$ cat config.mk
export PLATFORM = sky130hd
export DESIGN_NAME = irq_flag_mask_edge_unit
export DESIGN_NICKNAME = d
export VERILOG_FILES = /design/src/irq_unit_pkg.sv /design/src/irq_flag_mask_edge_unit.sv /design/src/pin_edge_detect.sv
export SDC_FILE = /design/constraint.sdc
export NUM_CORES = 1
export LEC_CHECK = 0
export BUFFER_PORTS_ARGS = -buffer_cell sky130_fd_sc_hd__buf_2
export CAP_MARGIN = 15
export CORE_UTILIZATION = 55
export DETAILED_ROUTE_END_ITERATION = 6
export PLACE_DENSITY_LB_ADDON = 0.1
export SYNTH_ARGS = -nofsm -noshare
export SYNTH_HDL_FRONTEND = slang
export SYNTH_SLANG_ARGS = --single-unit
$ cat constraint.sdc
create_clock -name CLOCK_IN -period 1.4 [get_ports CLOCK_IN]
set_input_delay 0.28 -clock CLOCK_IN [delete_from_list [all_inputs] [get_ports CLOCK_IN]]
set_output_delay 0.28 -clock CLOCK_IN [all_outputs]
set_load 0.02 [all_outputs]
$ cat src/irq_unit_pkg.sv
`default_nettype none
package irq_unit_pkg;

  localparam int ADDR_W = 10;
  localparam int DATA_W = 4;
  localparam int VEC_W = 16;
  localparam int NUM_CTL = 6;
  localparam int NUM_PINS = 6;
  localparam int NUM_GROUPS = 7;

  // Control-bit locations as seen by the CPU's bit instructions
  localparam logic [ADDR_W-1:0] ADDR_CTL0 = 10'h000;
  localparam logic [ADDR_W-1:0] ADDR_CTL1 = 10'h001;
  localparam logic [ADDR_W-1:0] ADDR_CTL2 = 10'h002;
  localparam logic [ADDR_W-1:0] ADDR_CTL3 = 10'h003;
  localparam logic [ADDR_W-1:0] ADDR_CTL22 = 10'h022;
  localparam logic [ADDR_W-1:0] ADDR_CTL23 = 10'h023;
  localparam logic [ADDR_W-1:0] ADDR_EDGE_SEL_LOW = 10'h026;
  localparam logic [ADDR_W-1:0] ADDR_EDGE_SEL_HIGH = 10'h027;

  // Index of each control nibble inside the state array
  localparam logic [2:0] IDX_CTL0 = 3'h0;
  localparam logic [2:0] IDX_EXT1_TIMER_A = 3'h1;
  localparam logic [2:0] IDX_TIMER_B_C = 3'h2;
  localparam logic [2:0] IDX_TIMER_D_ADC = 3'h3;
  localparam logic [2:0] IDX_EXT2_EXT3 = 3'h4;
  localparam logic [2:0] IDX_EXT4_SERIAL = 3'h5;
  localparam logic [2:0] IDX_NONE = 3'h7;

  // Field positions: flag on even bit, its mask on the odd bit above
  localparam int BIT_ENABLE = 0;
  localparam int BIT_RESERVED = 1;
  localparam int BIT_LO_FLAG = 0;
  localparam int BIT_LO_MASK = 1;
  localparam int BIT_HI_FLAG = 2;
  localparam int BIT_HI_MASK = 3;

  // Pin index of each edge detector
  localparam int PIN_EXT0 = 0;
  localparam int PIN_EXT1 = 1;
  localparam int PIN_EXT2 = 2;
  localparam int PIN_EXT3 = 3;
  localparam int PIN_EXT4 = 4;
  localparam int PIN_TIMER_D_EVENT = 5;

  // Reset values: flags and enable 0, masks 1
  localparam logic [DATA_W-1:0] CTL0_RESET = 4'h8;
  localparam logic [DATA_W-1:0] CTL_RESET = 4'hA;
  localparam logic [DATA_W-1:0] EDGE_SEL_RESET = 4'h0;
  localparam logic PIN_IDLE = 1'b1;

  typedef enum logic [1:0] {
    EDGE_NONE = 2'b00,
    EDGE_FALL = 2'b01,
    EDGE_RISE = 2'b10,
    EDGE_BOTH = 2'b11
  } edge_sel_t;

  typedef struct packed {
    logic rd;
    logic wr;
    logic [ADDR_W-1:0] addr;
    logic [DATA_W-1:0] wdata;
    logic [DATA_W-1:0] wmask;
  } cpu_bus_t;

  typedef struct packed {
    logic tmr_a_ovf;
    logic tmr_b_ovf;
    logic tmr_c_ovf;
    logic tmr_d_ovf;
    logic serial_done;
    logic serial_abort;
    logic adc_done;
  } periph_evt_t;

  typedef struct packed {
    logic s1;
    logic s2;
    logic s3;
    logic level;
    logic pulse;
  } edge_state_t;

  typedef struct packed {
    logic [NUM_CTL-1:0][DATA_W-1:0] ctl;
    logic [DATA_W-1:0] esr_low;
    logic [DATA_W-1:0] esr_high;
    logic [DATA_W-1:0] rdata;
    logic req;
    logic [2:0] prio;
    logic [VEC_W-1:0] vec;
  } irq_state_t;

  function automatic logic edge_hit(input edge_sel_t sel, input logic rise);
    case (sel)
      EDGE_FALL: edge_hit = ~rise;
      EDGE_RISE: edge_hit = rise;
      EDGE_BOTH: edge_hit = 1'b1;
      default: edge_hit = 1'b0;
    endcase
  endfunction : edge_hit

endpackage : irq_unit_pkg
`default_nettype wire

$ cat src/irq_flag_mask_edge_unit.sv
// What this block does
// - Upper edge-select pair picks capture-pin edge, lower pair fifth line; 00/01/10/11.
// - Upper edge-select register is four write-only bits, all zero after reset.
// - External line mask 0 passes its flag's request, 1 blocks it.
// - Timer A overflow sets the timer A flag at bit 2.
// - Timer A mask at bit 3 blocks when 1, passes when 0.
// - Timer B overflow sets the timer B flag at bit 0.
// - Timer B mask at bit 1 blocks the timer B request when 1.
// - Timer C overflow sets the timer C flag at bit 2.
// - Timer C mask at bit 3 blocks the timer C request when 1.
// - Timer D overflow, or selected capture-pin edge under capture, sets timer D flag.
// - Timer D mask at bit 1 blocks the timer D request when 1.
// - Serial transfer end or suspension sets the serial flag at bit 2.
// - Serial mask at bit 3 blocks when 1, passes when 0.
// - A/D conversion end sets the A/D flag at bit 2.
// - A/D mask at bit 3 blocks when 1, passes when 0.
// - Request needs flag 1 and mask 0; taken only with global enable 1.
// - Software only clears flags; reset clears flags and enable, sets masks.
// - Fixed priority 1 to 7; paired sources share one vector.
// - Taking an interrupt clears global enable; return instruction sets it again.
`timescale 1ns/1ps
`default_nettype none
module irq_flag_mask_edge_unit
  import irq_unit_pkg::*;
(
  input wire logic CLOCK_IN,                          // System clock, 50 MHz
  input wire logic RST_N_IN,                          // Chip reset, async, active low
  input wire irq_unit_pkg::cpu_bus_t BUS_IN,          // CPU bit access to control locations
  input wire irq_unit_pkg::periph_evt_t EVT_IN,       // Peripheral event pulses
  input wire logic CAPTURE_EN_IN,                     // Timer D input capture in use
  input wire logic [4:0] EXT_LINE_N_IN,               // External interrupt pins, active low
  input wire logic TIMER_D_EVENT_PIN_IN,              // Timer D event pin
  input wire logic IRQ_ACK_IN,                        // CPU takes the pending interrupt
  input wire logic RETURN_FROM_IRQ_INSTR_IN,          // Return-from-interrupt executed
  output logic [irq_unit_pkg::DATA_W-1:0] RDATA_OUT,  // Read data, one cycle after rd
  output logic IRQ_REQ_OUT,                           // Enabled request pending
  output logic [2:0] IRQ_PRIO_OUT,                    // Winning priority, 0 when none
  output logic [irq_unit_pkg::VEC_W-1:0] IRQ_VECTOR_OUT, // Vector address of winner
  output logic GLOBAL_IRQ_ENABLE_OUT                  // Global enable state
);
  import irq_unit_pkg::*;

  irq_state_t q;
  irq_state_t next_q;

  logic [NUM_PINS-1:0] edge_pulse;
  logic [NUM_PINS-1:0][1:0] edge_sel;
  logic [NUM_CTL-1:0][DATA_W-1:0] set_evt;
  logic [NUM_GROUPS-1:0] grp;
  logic [2:0] wr_idx;
  logic [2:0] rd_idx;
  logic [2:0] win;
  logic wr_bit;

  // Decodes a control-nibble address; used by both write and read paths
  function automatic logic [2:0] ctl_index(input logic [ADDR_W-1:0] addr);
    case (addr)
      ADDR_CTL0: ctl_index = IDX_CTL0;
      ADDR_CTL1: ctl_index = IDX_EXT1_TIMER_A;
      ADDR_CTL2: ctl_index = IDX_TIMER_B_C;
      ADDR_CTL3: ctl_index = IDX_TIMER_D_ADC;
      ADDR_CTL22: ctl_index = IDX_EXT2_EXT3;
      ADDR_CTL23: ctl_index = IDX_EXT4_SERIAL;
      default: ctl_index = IDX_NONE;
    endcase
  endfunction : ctl_index

  // Lines 0 and 1 always detect falling edges; the others follow the selectors
  always_comb
  begin
    edge_sel = '0;
    edge_sel[PIN_EXT0] = EDGE_FALL;
    edge_sel[PIN_EXT1] = EDGE_FALL;
    edge_sel[PIN_EXT2] = q.esr_low[1:0];
    edge_sel[PIN_EXT3] = q.esr_low[3:2];
    edge_sel[PIN_EXT4] = q.esr_high[1:0];
    edge_sel[PIN_TIMER_D_EVENT] = q.esr_high[3:2];
  end

  genvar gp;
  generate
    for (gp = 0; gp < NUM_PINS; gp++)
    begin : g_pin
      logic raw_pin;
      assign raw_pin = (gp == PIN_TIMER_D_EVENT) ? TIMER_D_EVENT_PIN_IN : EXT_LINE_N_IN[gp % 5];
      // Every pin, capture input included, gets its own synchroniser; lines 0 and 1 have a fixed falling-edge select
      pin_edge_detect pin_edge_detect_i (
        .clock_in(CLOCK_IN),
        .rst_n_in(RST_N_IN),
        .pin_in(raw_pin),
        .sel_in(edge_sel_t'(edge_sel[gp])),
        .edge_out(edge_pulse[gp])
      );
    end
  endgenerate

  // Hardware set events, placed at the flag positions of each nibble
  always_comb
  begin
    set_evt = '0;
    set_evt[IDX_CTL0][BIT_HI_FLAG] = edge_pulse[PIN_EXT0];
    set_evt[IDX_EXT1_TIMER_A][BIT_LO_FLAG] = edge_pulse[PIN_EXT1];
    set_evt[IDX_EXT1_TIMER_A][BIT_HI_FLAG] = EVT_IN.tmr_a_ovf;
    set_evt[IDX_TIMER_B_C][BIT_LO_FLAG] = EVT_IN.tmr_b_ovf;
    set_evt[IDX_TIMER_B_C][BIT_HI_FLAG] = EVT_IN.tmr_c_ovf;
    set_evt[IDX_TIMER_D_ADC][BIT_LO_FLAG] = EVT_IN.tmr_d_ovf |
      (CAPTURE_EN_IN & edge_pulse[PIN_TIMER_D_EVENT]);
    set_evt[IDX_TIMER_D_ADC][BIT_HI_FLAG] = EVT_IN.adc_done;
    set_evt[IDX_EXT2_EXT3][BIT_LO_FLAG] = edge_pulse[PIN_EXT2];
    set_evt[IDX_EXT2_EXT3][BIT_HI_FLAG] = edge_pulse[PIN_EXT3];
    set_evt[IDX_EXT4_SERIAL][BIT_LO_FLAG] = edge_pulse[PIN_EXT4];
    set_evt[IDX_EXT4_SERIAL][BIT_HI_FLAG] = EVT_IN.serial_done | EVT_IN.serial_abort;
  end

  // Active request per priority group: flag 1 and mask 0
  always_comb
  begin
    grp[0] = q.ctl[IDX_CTL0][BIT_HI_FLAG] & ~q.ctl[IDX_CTL0][BIT_HI_MASK];
    grp[1] = q.ctl[IDX_EXT1_TIMER_A][BIT_LO_FLAG] & ~q.ctl[IDX_EXT1_TIMER_A][BIT_LO_MASK];
    grp[2] = q.ctl[IDX_EXT1_TIMER_A][BIT_HI_FLAG] &
      ~q.ctl[IDX_EXT1_TIMER_A][BIT_HI_MASK];
    grp[3] = (q.ctl[IDX_TIMER_B_C][BIT_LO_FLAG] & ~q.ctl[IDX_TIMER_B_C][BIT_LO_MASK]) |
      (q.ctl[IDX_EXT2_EXT3][BIT_LO_FLAG] & ~q.ctl[IDX_EXT2_EXT3][BIT_LO_MASK]);
    grp[4] = (q.ctl[IDX_TIMER_B_C][BIT_HI_FLAG] & ~q.ctl[IDX_TIMER_B_C][BIT_HI_MASK]) |
      (q.ctl[IDX_EXT2_EXT3][BIT_HI_FLAG] & ~q.ctl[IDX_EXT2_EXT3][BIT_HI_MASK]);
    grp[5] = (q.ctl[IDX_TIMER_D_ADC][BIT_LO_FLAG] & ~q.ctl[IDX_TIMER_D_ADC][BIT_LO_MASK]) |
      (q.ctl[IDX_EXT4_SERIAL][BIT_LO_FLAG] & ~q.ctl[IDX_EXT4_SERIAL][BIT_LO_MASK]);
    grp[6] = (q.ctl[IDX_TIMER_D_ADC][BIT_HI_FLAG] & ~q.ctl[IDX_TIMER_D_ADC][BIT_HI_MASK]) |
      (q.ctl[IDX_EXT4_SERIAL][BIT_HI_FLAG] & ~q.ctl[IDX_EXT4_SERIAL][BIT_HI_MASK]);
  end

  // Lowest group number wins
  always_comb
  begin
    win = 3'h0;
    for (int k = NUM_GROUPS - 1; k >= 0; k--)
    begin
      if (grp[k])
      begin
        win = 3'(k + 1);
      end
    end
  end

  assign wr_idx = BUS_IN.wr ? ctl_index(BUS_IN.addr) : IDX_NONE;
  assign rd_idx = ctl_index(BUS_IN.addr);

  always_comb
  begin
    next_q = q;
    wr_bit = 1'b0;
    for (int i = 0; i < NUM_CTL; i++)
    begin
      for (int b = 0; b < DATA_W; b++)
      begin
        wr_bit = (wr_idx == 3'(i)) && BUS_IN.wmask[b];
        if ((b % 2) == 0)
        begin
          // Writing 0 clears, writing 1 keeps; a same-cycle event still sets
          next_q.ctl[i][b] = set_evt[i][b] |
            (q.ctl[i][b] & ~(wr_bit & ~BUS_IN.wdata[b]));
        end
        else
        begin
          next_q.ctl[i][b] = wr_bit ? BUS_IN.wdata[b] : q.ctl[i][b];
        end
      end
    end
    // Bit 0 of the first nibble is the global enable, not a flag
    if (IRQ_ACK_IN)
    begin
      next_q.ctl[IDX_CTL0][BIT_ENABLE] = 1'b0;
    end
    else if (RETURN_FROM_IRQ_INSTR_IN)
    begin
      next_q.ctl[IDX_CTL0][BIT_ENABLE] = 1'b1;
    end
    else if ((wr_idx == IDX_CTL0) && BUS_IN.wmask[BIT_ENABLE])
    begin
      next_q.ctl[IDX_CTL0][BIT_ENABLE] = BUS_IN.wdata[BIT_ENABLE];
    end
    else
    begin
      next_q.ctl[IDX_CTL0][BIT_ENABLE] = q.ctl[IDX_CTL0][BIT_ENABLE];
    end
    next_q.ctl[IDX_CTL0][BIT_RESERVED] = 1'b0;
    if (BUS_IN.wr && (BUS_IN.addr == ADDR_EDGE_SEL_LOW))
    begin
      next_q.esr_low = BUS_IN.wdata;
    end
    if (BUS_IN.wr && (BUS_IN.addr == ADDR_EDGE_SEL_HIGH))
    begin
      next_q.esr_high = BUS_IN.wdata;
    end
    // Edge selectors are write-only and read back as zero
    if (BUS_IN.rd)
    begin
      next_q.rdata = (rd_idx == IDX_NONE) ? 4'h0 : q.ctl[rd_idx];
    end
    // One cycle of latency keeps every output on a flip-flop
    next_q.req = q.ctl[IDX_CTL0][BIT_ENABLE] & (|grp);
    next_q.prio = win;
    next_q.vec = {12'h000, win, 1'b0};
  end

  always_ff @(posedge CLOCK_IN or negedge RST_N_IN)
  begin
    if (!RST_N_IN)
    begin
      q <= '{ctl: {CTL_RESET, CTL_RESET, CTL_RESET, CTL_RESET, CTL_RESET, CTL0_RESET},
             esr_low: EDGE_SEL_RESET,
             esr_high: EDGE_SEL_RESET,
             rdata: 4'h0,
             req: 1'b0,
             prio: 3'h0,
             vec: 16'h0000};
    end
    else
    begin
      q <= next_q;
    end
  end

  assign RDATA_OUT = q.rdata;
  assign IRQ_REQ_OUT = q.req;
  assign IRQ_PRIO_OUT = q.prio;
  assign IRQ_VECTOR_OUT = q.vec;
  assign GLOBAL_IRQ_ENABLE_OUT = q.ctl[IDX_CTL0][BIT_ENABLE];
endmodule : irq_flag_mask_edge_unit
`default_nettype wire

$ cat src/pin_edge_detect.sv
`timescale 1ns/1ps
`default_nettype none
module pin_edge_detect
  import irq_unit_pkg::*;
(
  input wire logic clock_in,                      // System clock
  input wire logic rst_n_in,                      // Asynchronous reset, active low
  input wire logic pin_in,                        // Raw pin level
  input wire irq_unit_pkg::edge_sel_t sel_in,     // Edge to report
  output logic edge_out                           // One-cycle pulse per qualifying edge
);
  import irq_unit_pkg::*;

  edge_state_t q;
  edge_state_t next_q;

  always_comb
  begin
    next_q = q;
    next_q.s1 = pin_in;
    next_q.s2 = q.s1;
    next_q.s3 = q.s2;
    next_q.pulse = 1'b0;
    // A level counts only once two later stages agree; s1 only feeds s2 and stays out of the compare
    if ((q.s2 == q.s3) && (q.s2 != q.level))
    begin
      next_q.level = q.s2;
      next_q.pulse = edge_hit(sel_in, q.s2);
    end
  end

  always_ff @(posedge clock_in or negedge rst_n_in)
  begin
    if (!rst_n_in)
    begin
      q <= '{s1: PIN_IDLE, s2: PIN_IDLE, s3: PIN_IDLE, level: PIN_IDLE, pulse: 1'b0};
    end
    else
    begin
      q <= next_q;
    end
  end

  assign edge_out = q.pulse;

endmodule : pin_edge_detect
`default_nettype wire
==> metrics.md <==
| Metric | Value |
|---|---|
| Status | `completed` |
| P_leak | `1.78 nW` |
| PortBufs | `49` |
| Row count | `27` |
| Yosys cell types | `49` |
| Final setup viols | `0` |
| Fmax | `0.735 GHz` |
| Peak VDD IR | `852 uV` |
| Critical path class | `in2reg` |
| Final Cycle Share | `0.972` |
| Antenna viol nets, final | `0` |
| Final wirelength | `6780 um` |
| Clock Latency Late Sink | `0.34 ns` |
| Crit end category | `flip-flop` |
| Slew Viols, Final | `0` |
| Via count | `2270` |
| Top cell type's share of synthesized area | `0.288` |
| Post-synth top cells | `dfstp_2, dfrtp_1, buf_4` |
| Min-Delay Path Class | `in2reg` |
| CTS Buffer Depth | `2` |
| Die W | `78.2 um` |
| DIE HEIGHT | `78.2 um` |
| Filler Cell Count | `427` |
| CTS Buf Count | `9` |
| Grt total ovfl | `0` |
| Starting Density | `0.577` |
| Syn Inst Count | `269` |
| Initial antenna violation count | `0` |
| Number of synthesized register bits | `69` |
| Syn Area/Cell | `11.9 um2` |
| IO Pins | `63` |
| Clock skew | `0.00787 ns` |
| Post-Layout Cell Count | `419` |
| Clk sinks | `69` |
| CP arrival | `1.64 ns` |
| Crit-path max FO | `5` |
| Nets | `380` |
| # H-tree levels | `3` |
| Core ar. | `5540 um2` |
| Final worst path period need | `1.36 ns` |
| WP data required | `1.68 ns` |
| RSZ-0062 raised after global routing | `true` |
| CTS Root Cell | `clkbuf_8` |
| Top_reg_cell synth | `dfstp_2` |
| Mapped cell area | `3200 um2` |
| Post-DP HPWL | `5080 um` |
| Iteration count of the initial detailed-routing pass | `4` |
| Sequential area share after synthesis | `0.554` |
| Dpl cells | `399` |
| Hold path cells | `1` |
| Largest net degree at the start of global routing | `34` |
| Yosys warns | `0` |
| Antenna diodes | `0` |
| Tot Pwr | `4.30 mW` |
| Most common cell in the synthesized netlist | `dfstp_2` |
| Area of the die | `6120 um2` |
| Post-synth EDFFs | `0` |
| Synth top area cells | `dfstp_2, dfrtp_1, mux2_1, buf_4, nand4_1` |
| Layout area overhead | `22.1%` |
| Power per cell area | `1100 nW/um2` |
| Remaining DRCs | `0` |
| Startpoint Class | `primary input` |
| Hold Vio Cnt, Final | `0` |
| First-pass GRT wire length | `11200 um` |
| Initial DRC Count | `133` |
| Asr flop ratio synth | `1.00` |
| Post-synth top area cell | `dfstp_2` |
| Number of global-route vias before repair | `2340` |
| Clk slew on worst S/H paths | `0.07 ns` |
| Global placer's final weighted congestion | `0.889` |
| # Max-Cap Violations | `0` |
| Vias per cell | `5.42` |
| Layout cells sized above 1 | `0.418` |
| Cells on worst reg2reg path | `4` |
| Total track usage | `0.249` |
| Drt wl/cell | `16.2 um` |
| CTS tree | `yes` |
[path summary, 6_finish.rpt]
path / startpoint / to / slack, ns
worst max-delay path: BUS_IN[14] / q[51] / 0.04
worst min-delay path: TIMER_D_EVENT_PIN_IN / g_pin[5].pin_edge_detect_i.next_q[3] / 0.02
worst max register to register: q[45] / IRQ_REQ_OUT / 0.11
worst min register to register: g_pin[0].pin_edge_detect_i.next_q[3] / g_pin[0].pin_edge_detect_i.next_q[2] / 0.35
max in group asynchronous: RST_N_IN / g_pin[2].pin_edge_detect_i.q[2] / 0.42
min in group asynchronous: RST_N_IN / g_pin[3].pin_edge_detect_i.edge_out / 0.40
[sequential cells by signal, summed over array words and instances, names as in the netlist]
name,count
IRQ_REQ_OUT,1
g_pin.pin_edge_detect_i.next_q,12
edge_sel,8
RDATA_OUT,4
g_pin.pin_edge_detect_i.q,12
q,22
g_pin.pin_edge_detect_i.edge_out,6
GLOBAL_IRQ_ENABLE_OUT,1
IRQ_PRIO_OUT,3
[placed cells by master (no fill, tap or decap), types with 6 or more instances in the layout]
cell type	instances
nand2_1	18
nor2_1	9
nand4_1	11
buf_2	47
nand2b_1	10
conb_1	13
dfrtp_1	34
inv_1	16
mux2_1	15
buf_4	27
clkbuf_8	9
dfstp_2	35
maj3_1	6
[through the flow]
step | hold WS [ns] | cell area (um2) | worst slack [ns] | util | setup TNS, ns
floorplan | -0.0156 | 3270 | -0.102 | - | -1.19
global placement | 0.225 | 3620 | -0.419 | 0.653 | -9.58
detailed placement | 0.230 | 3620 | -0.427 | 0.653 | -9.89
CTS | 0.0148 | 3860 | 0.0130 | 0.697 | 0
global route | 0.00643 | 3900 | -0.00627 | 0.705 | -0.00627
finish | 0.0245 | 3900 | 0.0386 | 0.705 | 0
[power by group]
group,switching (mW),internal [mW],total (mW)
sequential,0.0471,2.10,2.15
combinational,0.229,0.170,0.399
clock,0.754,1.00,1.76
[final cells by class]
class,count,area [um2],share of cell area
clock buffer,10,128,0.0327
clock inverter,6,88.8,0.0228
inverter,16,60.1,0.0154
multi-input combinational,166,1240,0.319
sequential,69,1770,0.454
tap,72,90.1,0.0231
timing repair buffer,80,522,0.134
[metal layers]
layer | vias to the layer above | wire length (um) | share of wire | track usage
met5 | - | 0 | 0 | 0
met4 | 0 | 179 | 0.026 | 0.124
met3 | 20 | 419 | 0.062 | 0.0686
met2 | 94 | 3340 | 0.49 | 0.399
met1 | 1091 | 2840 | 0.42 | 0.310
li1 | 1065 | - | - | -
[cells by family after synthesis]
group                      count (synthesis)  synth area share
adders and majority gates                  6            0.0188
other                                      1           0.00117
DFF                                       69             0.554
AOI/OAI and AO/OA                         43            0.0920
and+or+nand+nor                           78             0.156
muxes                                     25            0.0924
buffers and inverters                     46            0.0830
xor gates and xnor gates                   1           0.00274
[worst max-delay path: stages]
cell	delay, ns
buf_6	0.10
or3_4	0.45
nor4_4	0.37
nand2_1	0.13
mux2_4	0.30
[what timing repair did]
item                       in CTS  in global routing
setup endpoints to repair       8                 19
gates resized for setup         0                  8
hold buffers                    1                  0
pin swaps                       2                  6
setup buffers                   2                  1
hold endpoints to repair        6                  0
(Power assumes the default switching activity.)
